--- src/rtl/fault_supervisor_pkg.sv ---
// package for the pmic fault supervisor: timing counts, output and pin counts, pin functions
// assumes a single 125 MHz core clock
package fault_supervisor_pkg;
    // ------------------------------------------------------------
    // sizes
    // ------------------------------------------------------------
    localparam int unsigned NUM_OUT = 5; // three bucks then two ldos
    localparam int unsigned NUM_BUCK = 3;
    localparam int unsigned NUM_PIN = 4;
    // ------------------------------------------------------------
    // timing
    // ------------------------------------------------------------
    localparam int unsigned CLK_MHZ = 125;
    localparam int unsigned GLOBAL_OFF_MS = 100;
    localparam int unsigned BUCK_RESTART_MS = 14;
    localparam int unsigned PWR_FILTER_US = 10;
    localparam int unsigned GLOBAL_OFF_CYC = GLOBAL_OFF_MS * 1000 * CLK_MHZ;
    localparam int unsigned BUCK_RESTART_CYC = BUCK_RESTART_MS * 1000 * CLK_MHZ;
    localparam int unsigned PWR_FILTER_CYC = PWR_FILTER_US * CLK_MHZ;
    localparam int unsigned RST_DLY_MIN_MS = 20;
    localparam int unsigned RST_DLY_STEP_MS = 20; // code 0..4 gives 20..100 ms
    localparam int unsigned RST_DLY_MAX_CODE = 4;
    localparam int unsigned RST_STEP_CYC = RST_DLY_STEP_MS * 1000 * CLK_MHZ;
    localparam int unsigned SEQ_DLY_UNIT_CYC = 1000 * CLK_MHZ; // external enable delay, 1 ms per step
    localparam logic [4:0] WARN_CYCLES = 5'h10; // more than 16 switching cycles at 75%
    localparam int unsigned CNT_W = 32;
    // ------------------------------------------------------------
    // general pin functions
    // ------------------------------------------------------------
    localparam logic [2:0] FN_SEQ_IN = 3'h0;
    localparam logic [2:0] FN_SEQ_OUT = 3'h1;
    localparam logic [2:0] FN_RESET = 3'h2;
    localparam logic [2:0] FN_IRQ = 3'h3;
    localparam logic [2:0] FN_DVS = 3'h4;
    localparam logic [2:0] FN_VSEL = 3'h5;
    localparam logic [2:0] FN_LED = 3'h6;
    localparam logic [2:0] FN_GPIO = 3'h7;
    // power-up sequence trigger selects for the external enable
    localparam logic [1:0] TRIG_START = 2'h0;
    localparam logic [1:0] TRIG_EXTERNAL_POWER_GOOD_IN = 2'h1;
    localparam logic [1:0] TRIG_OUTS_GOOD = 2'h2;
endpackage : fault_supervisor_pkg

--- src/rtl/pmic_fault_supervisor.sv ---
// pmic_fault_supervisor: fault supervision, global restart, inlet fet and pin muxing
// assumes all inputs synchronous to core_clk; comparator levels come from analog
// Contract
// - output uv/ov fault turns all outputs off 100ms then reruns power-up
// - uv/ov flags always live; mask gates interrupt and the global off and restart
// - any output uv/ov fault pulls system reset low
// - buck current at 75% over 16 cycles sets flag, interrupt unless masked
// - current limit causing unmasked uv turns all supplies off 100ms, restarts
// - buck at 122% limit disables that buck, waits 14ms, restarts it
// - ldo current limit causing uv turns all supplies off 100ms
// - overcurrent protection always acts; mask only stops reporting
// - thermal warning sets live flag and interrupt unless masked
// - thermal shutdown flags fault and turns outputs off unless masked
// - input voltage within limits enables inlet fet gate
// - input overvoltage holds inlet fet off until clear, then restarts
// - input overvoltage sets no readable status bit
// - input current at 72.5% asserts interrupt unless warn mask set
// - input below monitor threshold asserts interrupt unless monitor mask set
// - power request filtered 10us both edges before sleep decision
// - each general pin takes one factory assigned function
// - pins one and two open-drain or push-pull, no led
// - pins three and four any function, open-drain only
// - external enable asserts after trigger event plus configured delay
// - external power good acts as sequencing trigger
// - interrupt releases only after fault clear and status read
// - system reset releases after 20-100ms delay once all good
`timescale 1ns/1ns
module pmic_fault_supervisor #(
    parameter int unsigned GLOBAL_OFF_CYC = fault_supervisor_pkg::GLOBAL_OFF_CYC,
    parameter int unsigned BUCK_RESTART_CYC = fault_supervisor_pkg::BUCK_RESTART_CYC,
    parameter int unsigned RST_STEP_CYC = fault_supervisor_pkg::RST_STEP_CYC,
    parameter int unsigned SEQ_DLY_UNIT_CYC = fault_supervisor_pkg::SEQ_DLY_UNIT_CYC
) (
    input wire logic core_clk,
    input wire logic resetn,
    input wire logic [4:0] out_uv,
    input wire logic [4:0] out_ov,
    input wire logic [4:0] out_good,
    input wire logic [4:0] uvov_mask,
    input wire logic [2:0] buck_warn_level,
    input wire logic [2:0] buck_sw_tick,
    input wire logic [2:0] buck_hard_limit,
    input wire logic [1:0] ldo_limit,
    input wire logic [4:0] oc_mask,
    input wire logic therm_warn,
    input wire logic therm_shut,
    input wire logic therm_warn_mask,
    input wire logic therm_shut_mask,
    input wire logic input_voltage_sense_ok,
    input wire logic input_voltage_sense_ov,
    input wire logic input_current_warn,
    input wire logic input_current_warn_mask,
    input wire logic input_below_monitor,
    input wire logic input_monitor_mask,
    input wire logic status_read,
    input wire logic power_request_in,
    input wire logic [2:0] reset_release_delay,
    input wire logic [1:0] ext_trigger_sel,
    input wire logic [3:0] ext_delay_ms,
    input wire logic [11:0] pin_function,
    input wire logic [3:0] pin_push_pull,
    input wire logic [3:0] pin_gpio_out,
    input wire logic [3:0] pin_in,
    input wire logic external_power_good_in,
    output logic [4:0] out_enable,
    output logic [4:0] uvov_flag,
    output logic [2:0] buck_oc_flag,
    output logic therm_warn_flag,
    output logic therm_shut_flag,
    output logic [7:0] fault_status,
    output logic interrupt_out_n,
    output logic system_reset_out_n,
    output logic inlet_fet_gate,
    output logic external_supply_enable_out,
    output logic deep_sleep_state,
    output logic [3:0] pin_out,
    output logic [3:0] pin_oe
);
    // ------------------------------------------------------------
    // sequencer state
    // ------------------------------------------------------------
    typedef enum logic [3:0] {
        ST_INLET = 4'b0001,
        ST_UP = 4'b0010,
        ST_RUN = 4'b0100,
        ST_OFF = 4'b1000
    } seq_t;
    seq_t state_ff;
    logic [31:0] off_cnt_ff;
    logic [31:0] ext_cnt_ff;
    logic [31:0] rst_cnt_ff;
    logic [31:0] pf_cnt_ff;
    logic pwr_filt_ff;
    logic [4:0] uvov_any;
    logic global_trip;
    logic [4:0] cur_fault;
    logic [7:0] fault_cond;
    logic ext_trig;
    logic [31:0] ext_target;
    logic [31:0] rst_target;
    logic [3:0] pin_drive;
    logic [3:0] pin_od;

    assign uvov_any = out_uv | out_ov;
    // uv from current limit is the same uv trip, so limiting also restarts all
    assign global_trip = (|(uvov_any & ~uvov_mask)) |
                         (|(out_uv[4:3] & ldo_limit)) |
                         (therm_shut & ~therm_shut_mask);

    // global off and restart sequencing
    always_ff @(posedge core_clk or negedge resetn) begin
        if (!resetn) begin
            state_ff <= ST_INLET;
            off_cnt_ff <= 32'h0;
        end else begin
            unique case (state_ff)
                ST_INLET: begin
                    off_cnt_ff <= 32'h0;
                    if (inlet_fet_gate && !input_voltage_sense_ov) begin
                        state_ff <= ST_UP;
                    end
                end
                ST_UP, ST_RUN: begin
                    if (input_voltage_sense_ov || !input_voltage_sense_ok) begin
                        state_ff <= ST_INLET;
                    end else if (global_trip) begin
                        state_ff <= ST_OFF;
                        off_cnt_ff <= 32'h0;
                    end else if (state_ff == ST_UP && &out_good) begin
                        state_ff <= ST_RUN;
                    end
                end
                ST_OFF: begin
                    if (global_trip) begin
                        off_cnt_ff <= 32'h0;
                    end else if (off_cnt_ff >= GLOBAL_OFF_CYC - 1) begin
                        state_ff <= ST_UP;
                    end else begin
                        off_cnt_ff <= off_cnt_ff + 32'h1;
                    end
                end
            endcase
        end
    end

    // per output enables; bucks also run a local 14 ms restart
    genvar gi;
    generate
        for (gi = 0; gi < 5; gi++) begin : g_out
            if (gi < 3) begin : g_buck
                logic [31:0] hl_cnt_ff;
                logic hl_off_ff;
                logic [4:0] warn_cnt_ff;
                logic oc_ff;
                always_ff @(posedge core_clk or negedge resetn) begin
                    if (!resetn) begin
                        hl_cnt_ff <= 32'h0;
                        hl_off_ff <= 1'b0;
                    end else if (buck_hard_limit[gi]) begin
                        hl_off_ff <= 1'b1;
                        hl_cnt_ff <= 32'h0;
                    end else if (hl_off_ff) begin
                        if (hl_cnt_ff >= BUCK_RESTART_CYC - 1) begin
                            hl_off_ff <= 1'b0;
                        end else begin
                            hl_cnt_ff <= hl_cnt_ff + 32'h1;
                        end
                    end
                end
                // count switching cycles at the warning level
                always_ff @(posedge core_clk or negedge resetn) begin
                    if (!resetn) begin
                        warn_cnt_ff <= 5'h0;
                        oc_ff <= 1'b0;
                    end else if (!buck_warn_level[gi]) begin
                        warn_cnt_ff <= 5'h0;
                        oc_ff <= 1'b0;
                    end else if (buck_sw_tick[gi]) begin
                        if (warn_cnt_ff > fault_supervisor_pkg::WARN_CYCLES - 5'h1) begin
                            oc_ff <= 1'b1;
                        end else begin
                            warn_cnt_ff <= warn_cnt_ff + 5'h1;
                        end
                    end
                end
                assign cur_fault[gi] = oc_ff & ~oc_mask[gi];
                always_ff @(posedge core_clk or negedge resetn) begin
                    if (!resetn) begin
                        out_enable[gi] <= 1'b0;
                        buck_oc_flag[gi] <= 1'b0;
                    end else begin
                        out_enable[gi] <= (state_ff == ST_UP || state_ff == ST_RUN) &&
                                          !hl_off_ff && !buck_hard_limit[gi];
                        buck_oc_flag[gi] <= oc_ff;
                    end
                end
            end else begin : g_ldo
                assign cur_fault[gi] = ldo_limit[gi-3] & ~oc_mask[gi];
                always_ff @(posedge core_clk or negedge resetn) begin
                    if (!resetn) begin
                        out_enable[gi] <= 1'b0;
                    end else begin
                        out_enable[gi] <= (state_ff == ST_UP || state_ff == ST_RUN);
                    end
                end
            end
        end
    endgenerate

    // live flags, independent of masks
    always_ff @(posedge core_clk or negedge resetn) begin
        if (!resetn) begin
            uvov_flag <= 5'h0;
            therm_warn_flag <= 1'b0;
            therm_shut_flag <= 1'b0;
        end else begin
            uvov_flag <= uvov_any;
            therm_warn_flag <= therm_warn;
            therm_shut_flag <= therm_shut;
        end
    end

    // sticky fault bits: set wins, clear on read only once condition gone
    assign fault_cond = {input_below_monitor & ~input_monitor_mask,
                         input_current_warn & ~input_current_warn_mask,
                         therm_shut & ~therm_shut_mask,
                         therm_warn & ~therm_warn_mask,
                         |(uvov_any & ~uvov_mask),
                         |cur_fault, 2'h0};
    // input overvoltage deliberately has no bit here
    always_ff @(posedge core_clk or negedge resetn) begin
        if (!resetn) begin
            fault_status <= 8'h0;
        end else if (status_read) begin
            fault_status <= fault_cond;
        end else begin
            fault_status <= fault_status | fault_cond;
        end
    end

    // inlet fet gate: on when input good, off while overvoltage present
    always_ff @(posedge core_clk or negedge resetn) begin
        if (!resetn) begin
            inlet_fet_gate <= 1'b0;
        end else begin
            inlet_fet_gate <= input_voltage_sense_ok && !input_voltage_sense_ov;
        end
    end

    // power request filter, 10 us stable on either edge
    always_ff @(posedge core_clk or negedge resetn) begin
        if (!resetn) begin
            pf_cnt_ff <= 32'h0;
            pwr_filt_ff <= 1'b0;
        end else if (power_request_in == pwr_filt_ff) begin
            pf_cnt_ff <= 32'h0;
        end else if (pf_cnt_ff >= fault_supervisor_pkg::PWR_FILTER_CYC - 1) begin
            pwr_filt_ff <= power_request_in;
            pf_cnt_ff <= 32'h0;
        end else begin
            pf_cnt_ff <= pf_cnt_ff + 32'h1;
        end
    end
    always_ff @(posedge core_clk or negedge resetn) begin
        if (!resetn) begin
            deep_sleep_state <= 1'b1;
        end else begin
            deep_sleep_state <= !pwr_filt_ff;
        end
    end

    // external enable: trigger plus delay during power-up
    always_comb begin
        unique case (ext_trigger_sel)
            fault_supervisor_pkg::TRIG_EXTERNAL_POWER_GOOD_IN: ext_trig = external_power_good_in;
            fault_supervisor_pkg::TRIG_OUTS_GOOD: ext_trig = &out_good;
            default: ext_trig = 1'b1;
        endcase
    end
    assign ext_target = 32'(ext_delay_ms) * 32'(SEQ_DLY_UNIT_CYC);
    always_ff @(posedge core_clk or negedge resetn) begin
        if (!resetn) begin
            ext_cnt_ff <= 32'h0;
            external_supply_enable_out <= 1'b0;
        end else if (!(state_ff == ST_UP || state_ff == ST_RUN) || !ext_trig) begin
            ext_cnt_ff <= 32'h0;
            external_supply_enable_out <= external_supply_enable_out &&
                                          (state_ff == ST_UP || state_ff == ST_RUN);
        end else if (ext_cnt_ff >= ext_target) begin
            external_supply_enable_out <= 1'b1;
        end else begin
            ext_cnt_ff <= ext_cnt_ff + 32'h1;
        end
    end

    // system reset: low on any uv/ov, release after programmed delay
    assign rst_target = 32'(RST_STEP_CYC) * (32'(reset_release_delay >
                        3'(fault_supervisor_pkg::RST_DLY_MAX_CODE) ?
                        3'(fault_supervisor_pkg::RST_DLY_MAX_CODE) : reset_release_delay) + 32'h1);
    always_ff @(posedge core_clk or negedge resetn) begin
        if (!resetn) begin
            rst_cnt_ff <= 32'h0;
            system_reset_out_n <= 1'b0;
        end else if ((|uvov_any) || !(&out_good) || !inlet_fet_gate) begin
            rst_cnt_ff <= 32'h0;
            system_reset_out_n <= 1'b0;
        end else if (rst_cnt_ff >= rst_target - 32'h1) begin
            system_reset_out_n <= 1'b1;
        end else begin
            rst_cnt_ff <= rst_cnt_ff + 32'h1;
        end
    end

    always_ff @(posedge core_clk or negedge resetn) begin
        if (!resetn) begin
            interrupt_out_n <= 1'b1;
        end else begin
            interrupt_out_n <= !(|(fault_status | fault_cond));
        end
    end

    // general pin muxing; led only on pins three and four
    generate
        for (gi = 0; gi < 4; gi++) begin : g_pin
            logic [2:0] fn;
            assign fn = pin_function[gi*3 +: 3];
            always_comb begin
                unique case (fn)
                    fault_supervisor_pkg::FN_SEQ_OUT: pin_drive[gi] = external_supply_enable_out;
                    fault_supervisor_pkg::FN_RESET: pin_drive[gi] = system_reset_out_n;
                    fault_supervisor_pkg::FN_IRQ: pin_drive[gi] = interrupt_out_n;
                    fault_supervisor_pkg::FN_LED: pin_drive[gi] = (gi >= 2) ? pin_gpio_out[gi] : 1'b1;
                    fault_supervisor_pkg::FN_GPIO: pin_drive[gi] = pin_gpio_out[gi];
                    default: pin_drive[gi] = 1'b1; // input functions
                endcase
            end
            assign pin_od[gi] = (gi >= 2) || !pin_push_pull[gi];
            always_ff @(posedge core_clk or negedge resetn) begin
                if (!resetn) begin
                    pin_out[gi] <= 1'b0;
                    pin_oe[gi] <= 1'b0;
                end else begin
                    pin_out[gi] <= pin_drive[gi];
                    pin_oe[gi] <= (fn == fault_supervisor_pkg::FN_SEQ_OUT ||
                                   fn == fault_supervisor_pkg::FN_RESET ||
                                   fn == fault_supervisor_pkg::FN_IRQ ||
                                   fn == fault_supervisor_pkg::FN_GPIO ||
                                   (fn == fault_supervisor_pkg::FN_LED && gi >= 2)) &&
                                  (!pin_od[gi] || !pin_drive[gi]);
                end
            end
        end
    endgenerate

    // ------------------------------------------------------------
    // assertions
    // ------------------------------------------------------------
    a_trip_goes_off: assert property (@(posedge core_clk) disable iff (!resetn)
        (state_ff == ST_RUN && global_trip && input_voltage_sense_ok && !input_voltage_sense_ov)
        |=> state_ff == ST_OFF) else $error("trip did not turn outputs off");
    a_off_all_low: assert property (@(posedge core_clk) disable iff (!resetn)
        state_ff == ST_OFF |=> out_enable == 5'h0) else $error("output on while off");
    a_flag_live: assert property (@(posedge core_clk) disable iff (!resetn)
        1'b1 |=> uvov_flag == $past(uvov_any)) else $error("uvov flag not live");
    a_reset_on_uvov: assert property (@(posedge core_clk) disable iff (!resetn)
        |uvov_any |=> !system_reset_out_n) else $error("reset not low on uvov");
    a_hard_limit_off: assert property (@(posedge core_clk) disable iff (!resetn)
        buck_hard_limit[0] |=> !out_enable[0]) else $error("buck not disabled");
    a_gate_ov_off: assert property (@(posedge core_clk) disable iff (!resetn)
        input_voltage_sense_ov |=> !inlet_fet_gate) else $error("inlet fet on in ov");
    a_irq_cur_warn: assert property (@(posedge core_clk) disable iff (!resetn)
        (input_current_warn && !input_current_warn_mask) |=> !interrupt_out_n)
        else $error("no interrupt on input current warn");
    a_irq_holds: assert property (@(posedge core_clk) disable iff (!resetn)
        (fault_status != 8'h0 && !status_read) |=> !interrupt_out_n)
        else $error("interrupt released before read");
    a_pin_od_high: assert property (@(posedge core_clk) disable iff (!resetn)
        pin_oe[3:2] != 2'h0 |-> (pin_out[3:2] & pin_oe[3:2]) == 2'h0)
        else $error("pin three or four driven high");
endmodule : pmic_fault_supervisor

--- config.mk ---
export PLATFORM = sky130hd
export DESIGN_NAME = pmic_fault_supervisor
export DESIGN_NICKNAME = d
export VERILOG_FILES = /design/src/rtl/fault_supervisor_pkg.sv /design/src/rtl/pmic_fault_supervisor.sv
export SDC_FILE = /design/constraint.sdc
export NUM_CORES = 1
export LEC_CHECK = 0
export BUFFER_PORTS_ARGS = -buffer_cell sky130_fd_sc_hd__buf_2
export CORE_UTILIZATION = 40
export DETAILED_ROUTE_END_ITERATION = 10
export SLEW_MARGIN = 15
export SYNTH_ARGS = -nofsm -noshare
export SYNTH_HDL_FRONTEND = slang
export SYNTH_SLANG_ARGS = --single-unit
--- constraint.sdc ---
create_clock -name core_clk -period 2.2 [get_ports core_clk]
set_input_delay 0.55 -clock core_clk [delete_from_list [all_inputs] [get_ports core_clk]]
set_output_delay 0.55 -clock core_clk [all_outputs]
set_load 0.005 [all_outputs]
; ---- Word level (Yosys, flattened, before mapping)
; Cells that the tools add are included.
[totals]
elab_cells = 283
input_bits = 84
out_inout_bits = 36
reg_bits = 285
[classes]
mul = 2
bitwise_logic = 26
n_reduce_logical = 79
muxes = 65
eq_ne = 46
magnitude_cmp = 11
addsub = 12
[ops]
columns = cell, count
row1 = 32-bit 2-to-1 mux, 19
row2 = "32-bit by 1-bit adder with 32-bit output, second input constant", 7
row3 = "32-bit by 21-bit >= comparator with 1-bit output, second input constant", 3
row4 = 32-bit one-hot mux with 3 select lines, 1
row5 = 5-bit 2-to-1 mux, 9
row6 = "32-bit by 11-bit >= comparator with 1-bit output, second input constant", 1
row7 = 32-bit by 21-bit >= comparator with 1-bit output, 1
row8 = "32-bit by 24-bit >= comparator with 1-bit output, second input constant", 1
row9 = 32-bit >= comparator, 1
row10 = "26-bit by 1-bit subtractor with 27-bit output, second input constant", 1
row11 = "2-bit != test, second input constant", 13
row12 = "3-bit by 2-bit equality test with 1-bit output, second input constant", 8
row13 = 4-bit 2-to-1 mux, 6
row14 = 1-bit 2-to-1 mux, 22
row15 = 1-bit logical OR, 21
row16 = "17-bit by 4-bit multiplier with 21-bit output, first input constant", 1
row17 = 2-bit AND reduction, 10
row18 = "3-bit equality test, second input constant", 6
row19 = 1-bit logical NOT, 18
row20 = "4-bit by 14-bit multiplier with 18-bit output, second input constant", 1
row21 = 1-bit one-hot mux with 4 select lines, 4
row22 = "5-bit by 1-bit adder with 5-bit output, second input constant", 3
row23 = "5-bit by 4-bit > comparator with 1-bit output, second input constant", 3
row24 = 5-bit OR reduction, 3
row25 = 32 further kinds, 78

; ---- Longest topological paths before layout
[logic_depth]
depth_word = 8
ltp_mapped = 23
ltp_nobuf = 23

; ---- Worst setup path before layout
; No wires, ideal clock.
[synth_timing]
kind = input port to flip-flop
start = input reset_release_delay[2]
end = register rst_cnt_ff[7]
stages = 21
t_arrival_ns = 5.160
setup_slack_ns = -3.092
setup_ns = 0.132
path_buffers = 1
required_ns = 2.068
path_cell_list = nand2b_1 inv_1 ha_1 xnor2_1 inv_1 ha_1 ha_1 fa_1 nor3_1 nand3_1 xnor2_1 xnor2_1 ha_1 nand2_1 o21a_1 a2bb2oi_1 a2111oi_2 clkbuf_1 nand4b_1 xor2_1 nor2_1
[synth_via]
elab_chain_cells = 7
[synth_rtl]
columns = element, line
row1 = "start, declared", pmic_fault_supervisor.sv:57  ; input wire logic [2:0] reset_release_delay,
row2 = 3-bit > comparator, pmic_fault_supervisor.sv:297  ; assign rst_target = 32'(RST_STEP_CYC) * (32'(reset_release_delay >
row3 = 3-bit 2-to-1 mux (*), pmic_fault_supervisor.sv:298  ; 3'(fault_supervisor_pkg::RST_DLY_MAX_CODE) ?
row4 = 3-bit by 1-bit adder with 4-bit output (*), pmic_fault_supervisor.sv:299  ; 3'(fault_supervisor_pkg::RST_DLY_MAX_CODE) : reset_release_delay) + 32'h1);
row5 = 17-bit by 4-bit multiplier with 21-bit output (*), pmic_fault_supervisor.sv:297
row6 = 26-bit by 1-bit subtractor with 27-bit output (*), pmic_fault_supervisor.sv:307  ; end else if (rst_cnt_ff >= rst_target - 32'h1) begin
row7 = 32-bit >= comparator (*), pmic_fault_supervisor.sv:307
row8 = 2-bit != test (no source line) (*), n/a
row9 = "end signal, assigned", pmic_fault_supervisor.sv:310  ; rst_cnt_ff <= rst_cnt_ff + 32'h1;
row10 = "end, declared", pmic_fault_supervisor.sv:91  ; logic [31:0] rst_cnt_ff;
; Mark *: on every way between the ends. The rest lies on a longest branch, timed or not.
; A chain may end at the register's enable or synchronous reset.

; ---- Final worst setup path
[layout_timing]
start = input reset_release_delay[2]
end = register rst_cnt_ff[20]
; The elaborated chain is that of the path after synthesis.

==> flow_summary.yaml <==
grt:
  grt_pass1_vias: 12026
  grt_pass1_wl_mm: 57.2
  overflow: 0
  antenna_found_initial: 0
  grt_use_total: 0.180
  grt_start_max_net_pins: 63
run_status:
  outcome: "finished, violations left"
  violations: "setup timing"
drt:
  drt_iter0_markers: 587
  totalWireLength_mm: 33.6
  drcViolationCount: 0
  post_drt_wl_per_cell_um: 14.3
  dr.pass1.iters: 4
  vias_per_cell: 5.03
  postRouteAntennaNets: 0
  num_vias: 11798
worst_setup_path:
  reg2reg_from: "rst_cnt_ff[26]"
  crit_type: "in2reg"
  arrival_ns: 4.61
  startpoint: "reset_release_delay[2]"
  r2r_cells: 9
  path_max_fanout: 6
  cp.required_ns: 2.64
  cp-start-kind: "input pin"
  endpoint_kind: "flip-flop"
floorplanning:
  die_h_um: 194
  fp.coreArea_um2: 35900
  io_pins: 120
  num_rows: 69
  dieArea_um2: 37700
  start_util: 0.411
  die_x_um: 194
power_and_ir_drop:
  power.leakage_nw: 9.24
  total_power_w: 0.0138
  comb_power_share: 0.173
  p_int_w: 0.0102
  swShare: 0.258
  ir_drop_mv: 0.587
  seq_power_share: 0.394
  switching_power_w: 0.00356
  p_per_area_nw_per_um2: 690
  clkPwrFrac: 0.433
finish:
  fin_nets: 2045
  multi_input_area_um2: 8240
  antenna_cells: 0
  layout_common_cells: "dfrtp_1, buf_4, nor2_1"
  drive_gt1_frac: 0.293
  seqCellArea_um2: 7090
  final_common_cell: "dfrtp_1"
  area_growth_pct: 35.5
  filler_cell_count: 3099
synth:
  ys.flop_type: "dfrtp_1"
  syn_area_per_cell_um2: 9.87
  synthCells: 1495
  synthArstFlopShare: 1.00
  ys_ff_latch: 283
  ys_seq_area_frac: 0.480
  yosys_warnings: 0
  synth-edff-count: 0
  ys_types: 68
  syn_area_um2: 14800
hold_path:
  whs_path_depth: 1
  hp-class: "in2reg"
  hp-start: "therm_shut"
cts:
  htreeDepth: 2
  clockBufferDepth: 3
  clk_pin_slew_ns: 0.06
  cts_buffers: 34
  cts_tree: "yes"
  clock-sinks: 283
  cts-root-buf: "clkbuf_16"
  clk_latency_ns: 0.51
timing:
  rsz0062_at_grt: "true"
  max_slew_margin: 0.597
  slew_viol_final: 0
  fmax_ghz: 0.240
  skew_ns: 0.0109
  worstMarginPinSlew_ns: 0.604
  fin_crit_sh: 1.90
  tns_ns: -90.70
  setup_violations: 63
  worst_slack_ns: -1.97
  finalCriticalPeriod_ns: 4.17
  hold_viol: 0
placed_design:
  place_ws_ns: -2.56
  place_congestion: 0.804
  numPortBuffers: 111
  post-dp-hpwl_mm: 23.3
job:
  drv_cap: 0
-- metrics by stage --
| step | cells | utilization | instance area (µm²) | hold WS [ns] |
|---|---|---|---|---|
| 3_3_place_gp | 2250 | 0.492 | 17700 | 0.393 |
| 6_report | 2347 | 0.557 | 20000 | 0.162 |
| 5_1_grt | 2347 | 0.557 | 20000 | 0.145 |
| 4_1_cts | 2335 | 0.543 | 19500 | 0.144 |
| 2_1_floorplan | 1522 | - | 15100 | 0.254 |
| 3_5_place_dp | 2250 | 0.492 | 17700 | 0.394 |
-- cell type report --
cell class,instances,area share
well taps,461,0.0288
repair buffers,341,0.126
flip-flops and latches,283,0.354
inverters,89,0.0171
clock buffers,50,0.0543
multi-input cells,1111,0.412
clock inverters,12,0.00726
-- synthesized netlist by cell type (all sizes together) (4+ instances only) --
cell     instances  area share
buf              9      0.0032
o31ai           10      0.0051
or4              9      0.0046
o21bai           6      0.0031
dfrtp          280        0.47
mux2i            9      0.0061
nor4b            9      0.0053
xor2            69       0.041
a31oi            7      0.0030
nand2b          11      0.0047
a41oi            4      0.0024
a31o             4      0.0024
a21o             9      0.0046
o2111ai          7      0.0042
o22ai            5      0.0021
nor2           184       0.047
nor4            32       0.014
nand4           55       0.023
nor3            33       0.011
and2            41       0.017
inv             89       0.023
nand2           96       0.024
and4            10      0.0059
ha              94       0.080
xnor2           69       0.041
fa               7      0.0095
a21oi           52       0.018
o211ai           8      0.0041
nor4bb           5      0.0034
nor2b           41       0.017
o21ai           49       0.017
and3            31       0.013
or2              4      0.0017
or3             12      0.0051
nor3b            4      0.0024
o21a             4      0.0020
nand3           63       0.022
clkbuf          31      0.0079
-- state kept, by name, summed over array words and instances, names as in the netlist, 3 cells and up --
signal / cells
g_out.g_buck.hl_off_ff: 3
g_out.g_buck.warn_cnt_ff: 15
ext_cnt_ff: 32
uvov_flag: 5
g_out.g_buck.hl_cnt_ff: 96
rst_cnt_ff: 32
buck_oc_flag: 3
g_out.g_buck.oc_ff: 3
off_cnt_ff: 32
out_enable: 4
pin_out: 4
pf_cnt_ff: 32
pin_oe: 4
fault_status: 6
state_ff: 4
-- metal layers --
metal,GRT usage,part of all wire,up-vias
met5,0,0,-
met4,0.0470,0.018,0
met3,0.0245,0.029,42
met2,0.308,0.49,150
met1,0.240,0.47,5693
li1,-,-,5913
-- final timing paths --
kind                                                        to  slack [ns]
worst min-delay path                           therm_shut_flag        0.16
worst max register to register                   rst_cnt_ff[8]       -0.16
max in group asynchronous                          state_ff[0]        1.02
worst max-delay path                            rst_cnt_ff[20]       -1.97
min in group asynchronous       g_out[0].g_buck.warn_cnt_ff[4]        0.52
worst min register to register                 buck_oc_flag[1]        0.41
-- cells by family (layout without fill, tap and decap cells) --
| family | after synthesis | in the layout | synth area share |
|---|---|---|---|
| XOR/XNOR | 138 | 138 | 0.0819 |
| AO/OA/AOI/OAI | 184 | 185 | 0.0797 |
| AND/OR/NAND/NOR | 648 | 648 | 0.228 |
| adder cells (fa/ha/maj) | 102 | 102 | 0.0899 |
| buffers and inverters | 129 | 492 | 0.0338 |
| other | 2 | 29 | 0.000509 |
| multiplexers | 9 | 9 | 0.00611 |
| flip-flops | 283 | 283 | 0.480 |
-- worst max-delay path, cell delays in order --
cell and delay [ns]:
buf_8 0.10, nand2b_4 0.15, inv_4 0.07, ha_4 0.16
xnor2_4 0.13, inv_4 0.08, ha_4 0.23, ha_4 0.22
fa_1 0.51, nor3_2 0.21, nand3_1 0.11, xnor2_1 0.20
xnor2_1 0.09, ha_1 0.31, nand2_2 0.07, o21a_1 0.21
a2bb2oi_4 0.15, a2111oi_4 0.31, buf_4 0.20, nor4_4 0.04
buf_4 0.16, a31o_2 0.25, a21oi_2 0.10
-- power groups by stage --
stage | Sequential, W | Clock (W) | Combinational [W]
after floorplan | 0.00552 | 0 | 0.00114
after global placement | 0.00552 | 0 | 0.00214
after detailed placement | 0.00552 | 0 | 0.00219
after global routing | 0.00544 | 0.00636 | 0.00267
final | 0.00543 | 0.00597 | 0.00239
after CTS | 0.00543 | 0.00612 | 0.00232
-- what timing repair did --
item,4_1_cts,5_1_grt
hold endpoints to repair,33,0
gates resized for setup,95,93
pin swaps,70,71
buffers inserted,21,14
setup endpoints to repair,94,118
hold buffers,1,0
cloned,3,0
Power figures use the tool's default switching activity.
